$ cat config.mk
export PLATFORM = sky130hd
export DESIGN_NAME = lbc_lane_ctrl
export DESIGN_NICKNAME = d
export VERILOG_FILES = /design/src/pkg/lbc_pkg.sv /design/src/hw/lbc_lane_ctrl.sv
export SDC_FILE = /design/constraint.sdc
export NUM_CORES = 1
export LEC_CHECK = 0
export ABC_AREA = 1
export BUFFER_PORTS_ARGS = -buffer_cell sky130_fd_sc_hd__buf_2
export CAP_MARGIN = 20
export CELL_PAD_IN_SITES_DETAIL_PLACEMENT = 0
export CELL_PAD_IN_SITES_GLOBAL_PLACEMENT = 1
export CORE_MARGIN = 2
export CORE_UTILIZATION = 45
export CTS_CLUSTER_DIAMETER = 200
export DETAILED_ROUTE_END_ITERATION = 10
export PLACE_DENSITY = 0.8
export RECOVER_POWER = 25
export SLEW_MARGIN = 20
export SYNTH_ARGS = -nofsm -noshare
export SYNTH_HDL_FRONTEND = slang
export SYNTH_SLANG_ARGS = --single-unit
export TNS_END_PERCENT = 50
$ cat constraint.sdc
create_clock -name clk -period 2.5 [get_ports clk]
set_input_delay 0.25 -clock clk [delete_from_list [all_inputs] [get_ports clk]]
set_output_delay 0.25 -clock clk [all_outputs]
set_load 0.01 [all_outputs]
$ cat src/pkg/lbc_pkg.sv
// package: constants and carrier types of the lane barrier controller
package lbc_pkg;
	// clock and time base
	localparam int CLK_PERIOD_NS = 5;
	localparam int MS_IN_NS = 1000000;
	localparam int CYC_PER_MS = MS_IN_NS / CLK_PERIOD_NS;
	localparam int TICK_W = 18;
	// input filter and chime length, in milliseconds
	localparam logic [3:0] DEBOUNCE_MS = 4'h5;
	localparam logic [15:0] CHIME_MS = 16'h03e8;
	// register byte offsets
	localparam logic [7:0] REG_BEAM_DLY = 8'h00;
	localparam logic [7:0] REG_ARST_DLY = 8'h04;
	localparam logic [7:0] REG_UNUSED_DLY = 8'h08;
	localparam logic [7:0] REG_TG_GAP = 8'h0c;
	localparam logic [7:0] REG_STATUS = 8'h10;
	// reset values of the delay registers, in milliseconds
	localparam logic [15:0] RST_BEAM_DLY = 16'h1388;
	localparam logic [15:0] RST_ARST_DLY = 16'h2710;
	localparam logic [15:0] RST_UNUSED_DLY = 16'h1388;
	localparam logic [15:0] RST_TG_GAP = 16'h00c8;
	// beam positions along the lane
	localparam int BEAM_ENTRY = 0;
	localparam int BEAM_MID = 1;
	localparam int BEAM_SAFE = 2;
	localparam int BEAM_SECURE = 3;
	localparam int NBEAM = 4;
	// field inputs: 1 = contact closed, beam blocked, arm at sensor
	typedef struct packed {
		logic arm_at_ret;
		logic arm_at_ext;
		logic [NBEAM-1:0] beam;
		logic day;
		logic fire;
		logic barrier_byp;
		logic lane_byp;
		logic invalid_card;
		logic exit_card;
		logic entry_card;
	} lbc_in_t;
	localparam int NIN = $bits(lbc_in_t);
	// classic wishbone request from the master
	typedef struct packed {
		logic cyc;
		logic stb;
		logic we;
		logic [7:0] adr;
		logic [3:0] sel;
		logic [31:0] dat;
	} lbc_wb_req_t;
	typedef enum logic [6:0] {
		ST_IDLE = 7'h01,
		ST_GRANT_IN = 7'h02,
		ST_GRANT_OUT = 7'h04,
		ST_PASS_IN = 7'h08,
		ST_PASS_OUT = 7'h10,
		ST_TAILGATE = 7'h20,
		ST_VIOL_IN = 7'h40
	} lbc_state_t;
endpackage

$ cat src/hw/lbc_lane_ctrl.sv
// lane barrier controller: input filter, lane sequencer, alarms, registers
// Operation
// - barriers extended by default, retract on entry
// - hold retracted until every beam is clear
// - one person per card, else alarm
// - alarm drives sounder and alarm relay
// - day contact closed free exit, open card-out
// - free exit retracts on outward person
// - tailgate: extend once first person clears
// - tailgate decided upstream, adjustable sensitivity
// - barrier bypass retracts, lane logic keeps running
// - emergency override retracts, never extends
// - fire contact closed disables barriers
// - card-out exit without card alarms, retracts
// - invalid card chimes, barriers stay extended
// - lane bypass contact reported on bypass relay
// - sounder on exactly while alarm active
// - green when entry enabled, red when secured
// - beam blocked too long raises alarm
// - alarm clears after adjustable reset delay
// - unused grant cancelled after adjustable delay
// - no barrier motion while area occupied, except fire contact retracts
// - acknowledge relays follow passage direction
`timescale 1ns/1ps
`default_nettype none
module lbc_lane_ctrl import lbc_pkg::*; #(
	parameter int TICK_CYC = CYC_PER_MS
) (
	// clock and reset
	input wire logic clk,
	input wire logic reset,
	// raw field inputs
	input wire lbc_in_t pins,
	// register bus
	input wire lbc_wb_req_t wb_req,
	output logic [31:0] wb_dat,
	output logic wb_ack,
	// barrier motor commands
	output logic arm_extend,
	output logic arm_retract,
	// relays, sounders and display
	output logic alarm_relay,
	output logic bypass_relay,
	output logic entry_ack,
	output logic exit_ack,
	output logic sounder,
	output logic chime,
	output logic lamp_green,
	output logic lamp_red
);
	logic [TICK_W-1:0] tick_cnt_r;
	logic tick_r;
	logic [NIN-1:0] s1_r, s2_r, db_r;
	lbc_in_t in_d;
	logic ent_q_r, ext_q_r, inv_q_r;
	logic ent_rise, ext_rise, inv_rise;
	logic ent_pend_r, ext_pend_r, take_in, take_out;
	logic [NBEAM-1:0] beams, beam_q_r;
	logic lane_clear, safe_busy, quiet;
	lbc_state_t st_r, st_nxt;
	logic viol_ev, bb_ev, alarm_ev, alarm_nxt, arst_done, unused_done;
	logic [15:0] unused_cnt_r, gap_cnt_r, bb_cnt_r, arst_cnt_r, chime_cnt_r;
	logic sep_r, tg_hit, bb_fired_r, want_ret, green_nxt;
	logic [15:0] beam_dly_r, arst_dly_r, unused_dly_r, tg_gap_r;
	logic wb_req_on, wb_wr;
	logic [31:0] rd_data;

	// millisecond enable from the system clock
	always_ff @(posedge clk) begin
		if (reset || tick_cnt_r == TICK_W'(TICK_CYC - 1)) begin
			tick_cnt_r <= '0;
		end else begin
			tick_cnt_r <= tick_cnt_r + 1'b1;
		end
		tick_r <= !reset && tick_cnt_r == TICK_W'(TICK_CYC - 1);
	end

	// two-stage synchroniser on every field input
	always_ff @(posedge clk) begin
		if (reset) begin
			s1_r <= '0;
			s2_r <= '0;
		end else begin
			s1_r <= pins;
			s2_r <= s1_r;
		end
	end

	// per-input debounce: a change must hold for DEBOUNCE_MS ticks
	for (genvar g = 0; g < NIN; g++) begin : g_deb
		logic [3:0] dcnt_r;
		always_ff @(posedge clk) begin
			if (reset) begin
				dcnt_r <= '0;
				db_r[g] <= 1'b0;
			end else if (s2_r[g] == db_r[g]) begin
				dcnt_r <= '0;
			end else if (tick_r) begin
				if (dcnt_r == DEBOUNCE_MS - 4'h1) begin
					dcnt_r <= '0;
					db_r[g] <= s2_r[g];
				end else begin
					dcnt_r <= dcnt_r + 4'h1;
				end
			end
		end
	end

	assign in_d = lbc_in_t'(db_r);
	assign beams = in_d.beam;
	assign lane_clear = (beams == '0);
	assign safe_busy = beams[BEAM_SAFE];
	// closed fire or lane bypass contact means barriers disabled, passage is free
	assign quiet = in_d.fire | in_d.lane_byp;

	always_ff @(posedge clk) begin
		if (reset) begin
			ent_q_r <= 1'b0;
			ext_q_r <= 1'b0;
			inv_q_r <= 1'b0;
		end else begin
			ent_q_r <= in_d.entry_card;
			ext_q_r <= in_d.exit_card;
			inv_q_r <= in_d.invalid_card;
		end
	end
	assign ent_rise = in_d.entry_card & ~ent_q_r;
	assign ext_rise = in_d.exit_card & ~ext_q_r;
	assign inv_rise = in_d.invalid_card & ~inv_q_r;

	// card pulses latched as pending grants; a new pulse wins the take
	always_ff @(posedge clk) begin
		if (reset) begin
			ent_pend_r <= 1'b0;
			ext_pend_r <= 1'b0;
		end else begin
			ent_pend_r <= ent_rise | (ent_pend_r & ~take_in);
			// exit card only counts in card-out operation
			ext_pend_r <= (ext_rise & ~in_d.day) | (ext_pend_r & ~take_out);
		end
	end
	assign take_in = (st_r == ST_IDLE && ent_pend_r) || (tg_hit && ent_pend_r);
	assign take_out = (st_r == ST_IDLE && !ent_pend_r && ext_pend_r)
		|| in_d.day;

	// unused grant timer
	always_ff @(posedge clk) begin
		if (reset || (st_r != ST_GRANT_IN && st_r != ST_GRANT_OUT)) begin
			unused_cnt_r <= '0;
		end else if (tick_r && !unused_done) begin
			unused_cnt_r <= unused_cnt_r + 16'h1;
		end
	end
	assign unused_done = unused_cnt_r >= unused_dly_r;

	// upstream gap on the entry beam separates two persons
	always_ff @(posedge clk) begin
		if (reset || st_r != ST_PASS_IN || beams[BEAM_ENTRY]) begin
			gap_cnt_r <= '0;
		end else if (tick_r && gap_cnt_r != 16'hffff) begin
			gap_cnt_r <= gap_cnt_r + 16'h1;
		end
		if (reset || st_r != ST_PASS_IN || (tg_hit && ent_pend_r)) begin
			sep_r <= 1'b0;
		end else if (!beams[BEAM_ENTRY] && gap_cnt_r >= tg_gap_r) begin
			sep_r <= 1'b1;
		end
	end
	assign tg_hit = st_r == ST_PASS_IN && sep_r && beams[BEAM_ENTRY];

	// lane sequencer
	always_comb begin
		st_nxt = st_r;
		viol_ev = 1'b0;
		case (st_r)
			ST_IDLE: begin
				if (ent_pend_r) begin
					st_nxt = ST_GRANT_IN;
				end else if (ext_pend_r) begin
					st_nxt = ST_GRANT_OUT;
				end else if (beams[BEAM_ENTRY]) begin
					st_nxt = ST_VIOL_IN;
					viol_ev = 1'b1;
				end else if (beams[BEAM_SECURE]) begin
					st_nxt = ST_PASS_OUT;
					viol_ev = ~in_d.day;
				end
			end
			ST_GRANT_IN: begin
				if (beams[BEAM_ENTRY]) begin
					st_nxt = ST_PASS_IN;
				end else if (unused_done) begin
					st_nxt = ST_IDLE;
				end
			end
			ST_GRANT_OUT: begin
				if (beams[BEAM_SECURE]) begin
					st_nxt = ST_PASS_OUT;
				end else if (unused_done) begin
					st_nxt = ST_IDLE;
				end
			end
			ST_PASS_IN: begin
				if (lane_clear) begin
					st_nxt = ST_IDLE;
				end else if (tg_hit && !ent_pend_r) begin
					st_nxt = ST_TAILGATE;
					viol_ev = 1'b1;
				end
			end
			ST_PASS_OUT, ST_TAILGATE, ST_VIOL_IN: begin
				if (lane_clear) begin
					st_nxt = ST_IDLE;
				end
			end
			default: begin
				st_nxt = ST_IDLE;
			end
		endcase
	end

	always_ff @(posedge clk) begin
		if (reset) begin
			st_r <= ST_IDLE;
		end else begin
			st_r <= st_nxt;
		end
	end

	// beam held in one pattern too long
	always_ff @(posedge clk) begin
		if (reset) begin
			beam_q_r <= '0;
			bb_cnt_r <= '0;
			bb_fired_r <= 1'b0;
		end else begin
			beam_q_r <= beams;
			if (beams != beam_q_r || lane_clear) begin
				bb_cnt_r <= '0;
				bb_fired_r <= 1'b0;
			end else begin
				if (tick_r && bb_cnt_r < beam_dly_r) begin
					bb_cnt_r <= bb_cnt_r + 16'h1;
				end
				if (bb_ev) begin
					bb_fired_r <= 1'b1;
				end
			end
		end
	end
	assign bb_ev = !bb_fired_r && !lane_clear && beams == beam_q_r
		&& bb_cnt_r >= beam_dly_r;

	// alarm with automatic reset; a new event wins over the reset
	assign alarm_ev = (viol_ev | bb_ev) & ~quiet;
	assign arst_done = sounder && arst_cnt_r >= arst_dly_r;
	assign alarm_nxt = alarm_ev | (sounder & ~arst_done);
	always_ff @(posedge clk) begin
		if (reset || alarm_ev || !sounder) begin
			arst_cnt_r <= '0;
		end else if (tick_r) begin
			arst_cnt_r <= arst_cnt_r + 16'h1;
		end
	end
	always_ff @(posedge clk) begin
		if (reset) begin
			sounder <= 1'b0;
			alarm_relay <= 1'b0;
		end else begin
			sounder <= alarm_nxt;
			alarm_relay <= alarm_nxt;
		end
	end

	// barrier motion
	assign want_ret = st_nxt == ST_GRANT_IN || st_nxt == ST_GRANT_OUT
		|| st_nxt == ST_PASS_IN || st_nxt == ST_PASS_OUT;
	always_ff @(posedge clk) begin
		if (reset) begin
			arm_extend <= 1'b1;
			arm_retract <= 1'b0;
		end else if (in_d.fire) begin
			arm_extend <= 1'b0;
			arm_retract <= 1'b1;
		end else if (safe_busy) begin
			arm_extend <= arm_extend;
			arm_retract <= arm_retract;
		end else if (in_d.barrier_byp || in_d.lane_byp) begin
			arm_extend <= 1'b0;
			arm_retract <= 1'b1;
		end else begin
			arm_extend <= ~want_ret;
			arm_retract <= want_ret;
		end
	end

	// acknowledge relays, display and bypass report
	assign green_nxt = st_nxt == ST_GRANT_IN || quiet;
	always_ff @(posedge clk) begin
		if (reset) begin
			entry_ack <= 1'b0;
			exit_ack <= 1'b0;
			lamp_green <= 1'b0;
			lamp_red <= 1'b1;
			bypass_relay <= 1'b0;
		end else begin
			entry_ack <= st_nxt == ST_PASS_IN || st_nxt == ST_TAILGATE
				|| st_nxt == ST_VIOL_IN;
			exit_ack <= st_nxt == ST_PASS_OUT;
			lamp_green <= green_nxt;
			lamp_red <= ~green_nxt;
			bypass_relay <= in_d.lane_byp;
		end
	end

	// access-denied chime; the lane state is left untouched
	always_ff @(posedge clk) begin
		if (reset) begin
			chime_cnt_r <= '0;
			chime <= 1'b0;
		end else begin
			if (inv_rise) begin
				chime_cnt_r <= CHIME_MS;
			end else if (tick_r && chime_cnt_r != 16'h0) begin
				chime_cnt_r <= chime_cnt_r - 16'h1;
			end
			chime <= inv_rise || chime_cnt_r != 16'h0;
		end
	end

	// wishbone slave: ack one cycle after the request, dropped next cycle
	function automatic logic [15:0] upd16(input logic [15:0] old,
		input logic [31:0] d, input logic [3:0] sel);
		logic [15:0] r;
		r = old;
		if (sel[0]) begin
			r[7:0] = d[7:0];
		end
		if (sel[1]) begin
			r[15:8] = d[15:8];
		end
		return r;
	endfunction

	assign wb_req_on = wb_req.cyc & wb_req.stb;
	assign wb_wr = wb_req_on & wb_ack & wb_req.we;
	always_comb begin
		case (wb_req.adr)
			REG_BEAM_DLY: rd_data = 32'(beam_dly_r);
			REG_ARST_DLY: rd_data = 32'(arst_dly_r);
			REG_UNUSED_DLY: rd_data = 32'(unused_dly_r);
			REG_TG_GAP: rd_data = 32'(tg_gap_r);
			REG_STATUS: rd_data = 32'({in_d, chime, sounder, st_r});
			default: rd_data = 32'h0;
		endcase
	end
	always_ff @(posedge clk) begin
		if (reset) begin
			wb_ack <= 1'b0;
			wb_dat <= 32'h0;
		end else begin
			wb_ack <= wb_req_on & ~wb_ack;
			wb_dat <= rd_data;
		end
	end
	// field-adjustable delays and tailgate sensitivity
	always_ff @(posedge clk) begin
		if (reset) begin
			beam_dly_r <= RST_BEAM_DLY;
			arst_dly_r <= RST_ARST_DLY;
			unused_dly_r <= RST_UNUSED_DLY;
			tg_gap_r <= RST_TG_GAP;
		end else if (wb_wr) begin
			case (wb_req.adr)
				REG_BEAM_DLY: beam_dly_r <= upd16(beam_dly_r, wb_req.dat,
					wb_req.sel);
				REG_ARST_DLY: arst_dly_r <= upd16(arst_dly_r, wb_req.dat,
					wb_req.sel);
				REG_UNUSED_DLY: unused_dly_r <= upd16(unused_dly_r,
					wb_req.dat, wb_req.sel);
				REG_TG_GAP: tg_gap_r <= upd16(tg_gap_r, wb_req.dat,
					wb_req.sel);
				default: tg_gap_r <= tg_gap_r;
			endcase
		end
	end
endmodule
`default_nettype wire

==> reports/metrics.csv <==
stage,metric,value,unit
outcome,status,completed,
synth,Async SR Flop Fraction,0,
clock_tree,Num CTS Buffers,36,
synth,number of flops mapped to enable cells by yosys,0,
synth,prevailing post-synth register cell,dfxtp_1,
floorplanning,die height,185,µm
power,Max rail drop VDD,0.415,mV
drt,Total Wirelength,36.5,mm
synth,"Cell Area, Synth",14800,µm²
floorplanning,Die W,185,µm
drt,vias per cell,5.00,
synth,Syn. warnings,0,
critical_path,Crit Path Class,reg2reg,
drt,via count,12800,
clock_tree,clock sinks,304,
drt,First-pass DRT Iterations,5,
power,Power per Cell Area,606,nW/µm²
synth,"FF+latch count, synth",304,
final_layout,most frequent cells in the layout,"303 x dfxtp_1, 298 x inv_1, 297 x nand2_1",
floorplanning,FP Rows,66,
final_layout,Diodes inserted,0,
grt,All-Layer GR Usage,0.215,
synth,largest area contributor in the netlist,dfxtp_1,
placement,Placement Cell Area,15700,µm²
synth,Synth Area in Simple Gates,0.251,
synth,Post-Synth XOR/XNOR Area,0.0296,
sta,Setup Viol. Count Final,0,
power,total power,10300,µW
clock_tree,CTS max path bufs,3,
synth,Synth Instances,1980,
drt,post-DR wirelength/cell,14.3,µm
critical_path,worst-path fanout max,8,
job,max_cap viols,0,
placement,Place WS,0.264,ns
synth,main combinational cell family by area after synthesis,simple AND/OR/NAND/NOR gates,
synth,sequential share of the synthesized area,0.411,
grt,pin count of the biggest net entering global routing,68,
placement,port buffer count,76,
clock_tree,worst skew pair latency,0.52,ns
power,Leak,0.00680,µW
placement,global placement routability congestion,0.869,
floorplanning,Initial Util,0.456,
critical_path,"Arr. time, crit path",2.66,ns
sta,Max transition margin,0.189,
floorplanning,die area,34400,µm²
sta,setup tns final,0,ns
grt,initial antenna violation count,0,
floorplanning,core box area,32500,µm²
sta,Clock Skew,0.0126,ns
critical_path,"Buf+Inv Stages, Crit Path",1,
critical_path,"Req. time, crit path",2.90,ns
floorplanning,I/O Pins,105,
critical_path,slowest cell delay on critical path,0.30,ns
critical_path,crit end category,flop,
sta,fmax,0.442,GHz
final_layout,layout cells sized above 1,0.0979,
sta,final setup margin,0.236,ns
grt,total congestion overflow,0,
final_layout,Final Cell Area,17000,µm²
final_layout,fillers,3198,
final_layout,"most common cell after layout, fill and taps aside",dfxtp_1,
sta,final hold violations,0,
drt,Initial DRC Count,729,
sta,RSZ-0062 raised after global routing,true,
drt,Detail Route Antenna Nets,0,
sta,period utilization,0.906,
synth,post-synth top area share,0.411,
drt,DRC,0,
clock_tree,Root Driver,clkbuf_16,
critical_path,critical-path cell list,inv_1 -> ha_1 -> a21oi_1 -> o21ai_1 -> nor2_2 -> nand2_2 -> nor2_4 -> nand2_1 -> nor2_2 -> nand3_1 -> o21ai_0 -> a21oi_1,
synth,synthesized area per cell,7.47,µm²
grt,first-pass GRT wire length,59.3,mm
synth,Adder-Cell Fraction of Synth Area,0.0812,
final_layout,Area Growth Syn to Fin,15.0,%
clock_tree,H-tree Lvls,2,
critical_path,Crit-path slowest cell,dfxtp_1,
sta,post-layout min period,2.26,ns
final_layout,final net count,2249,
synth,multiplexer share of the synthesized area,0.000676,
clock_tree,CTS tree,done,
worst_hold_path,HP Class,in2reg,
final_layout,Final Core Density,0.525,
critical_path,"CP delay by family, top",simple AND/OR/NAND/NOR gates,
sta,fin. max-slew vios,0,
clock_tree,clock slew at reported path FFs,0.06,ns
synth,ranking of synthesized cells by area,"dfxtp_1 41%, ha_1 8.1%, inv_1 7.6%, nand2_1 7.5%, a21oi_1 5.8%",
synth,"Distinct cells, synth",47,
critical_path,Worst setup SP type,flop,
synth,Compound-Gate Fraction of Synth Area,0.129,
placement,DP HPWL,27.4,mm
sta,Worst-Margin Slew,1.22,ns
grt,vias in the first global route,11900,
[metal layers]
layer  track usage  vias up  wire length [µm]  part of all wire
met3        0.0324       61              1700             0.047
met5             0        -                 0                 0
met2         0.374      230             17100              0.47
met4        0.0644        0               911             0.025
met1         0.275     5811             16800              0.46
li1              -     6673                 -                 -
[cell families after synthesis]
kind of cell,after synthesis
AO/OA/AOI/OAI,351
flip-flops,304
other,1
buffers and inverters,369
multiplexers,1
XOR/XNOR,50
adder cells (fa/ha/maj),96
AND/OR/NAND/NOR,808
[layout make-up]
| class | instances | area [µm²] | area share |
|---|---|---|---|
| repair buffers | 123 | 727 | 0.0427 |
| well taps | 442 | 553 | 0.0325 |
| clock inverters | 11 | 134 | 0.00786 |
| clock buffers | 50 | 1040 | 0.0613 |
| inverters | 310 | 1160 | 0.0684 |
| flip-flops and latches | 304 | 6090 | 0.358 |
| multi-input cells | 1316 | 7310 | 0.430 |
[cell usage after synthesis, types with 2 or more instances]
| library cell | count |
|---|---|
| nor3_1 | 65 |
| o211ai_1 | 22 |
| nor3_2 | 3 |
| nor2_1 | 228 |
| o21a_1 | 3 |
| a31o_2 | 2 |
| buf_4 | 13 |
| o22ai_1 | 33 |
| o21bai_1 | 2 |
| o21ai_0 | 102 |
| clkbuf_1 | 24 |
| buf_2 | 12 |
| nand2_1 | 296 |
| nor3b_1 | 10 |
| buf_1 | 10 |
| nand3_1 | 79 |
| ha_1 | 96 |
| nor4_1 | 9 |
| nor2_4 | 9 |
| nand3_2 | 7 |
| nand4_2 | 4 |
| inv_1 | 298 |
| nand4_1 | 48 |
| and3_1 | 3 |
| a211oi_1 | 3 |
| nor2_2 | 15 |
| a21o_1 | 2 |
| dfxtp_1 | 304 |
| a21oi_1 | 172 |
| inv_2 | 9 |
| clkinv_1 | 3 |
| o21ai_1 | 2 |
| a31oi_1 | 5 |
| or2_2 | 17 |
| nor3b_2 | 2 |
| xor2_1 | 39 |
| nand2_2 | 9 |
| xnor2_1 | 11 |
[where the power goes]
group | total (µW) | leakage [µW] | switching [µW] | internal [µW]
Sequential | 4880 | 0.00246 | 12.2 | 4870
Clock | 5200 | 0.000579 | 2070 | 3130
Combinational | 232 | 0.00377 | 151 | 80.4
[metrics by stage]
stage               hold WS [ns]  instances
floorplan                  0.357       1989
global placement           0.391       2479
detailed placement         0.396       2479
CTS                       0.0328       2555
global route              0.0438       2556
finish                    0.0478       2556
[tightest hold or removal path, cell delays in order]
cell	delay, ns
buf_2	0.14
nand2_1	0.07
o211ai_1	0.07
[registers in the layout, summed over array words and instances (netlist names), 3 cells and up]
signal and cells:
wb_dat 22, bb_cnt_r 16, st_r 7, arst_dly_r 16
tick_cnt_r 18, unused_cnt_r 16, db_r 9, beam_q_r 4
gap_cnt_r 16, tg_gap_r 16, unused_dly_r 16, chime_cnt_r 16
s2_r 13, s1_r 13, beam_dly_r 16, beams 3
g_deb.dcnt_r 52, arst_cnt_r 16
[final timing paths]
path,startpoint,end,slack (ns),cells after the start
worst max-delay path,unused_dly_r[15]$_SDFFE_PP0P_,unused_cnt_r[6]$_SDFFE_PP0P_,0.24,12
worst min-delay path,wb_req[3],tg_gap_r[3]$_SDFFE_PP1P_,0.05,3
worst max register to register,unused_dly_r[15]$_SDFFE_PP0P_,unused_cnt_r[6]$_SDFFE_PP0P_,0.24,12
worst min register to register,s1_r[3]$_SDFF_PP0_,s2_r[3]$_SDFF_PP0_,0.40,2
[repair_timing]
| item | CTS | global route |
|---|---|---|
| endpoints found under the hold margin | 14 | 0 |
| endpoints found under the setup margin | 0 | 5 |
| hold buffers | 15 | 0 |
| buffers inserted | 0 | 1 |
| resized for setup | 0 | 5 |
Note: power is estimated with default switching activity, not from simulation.
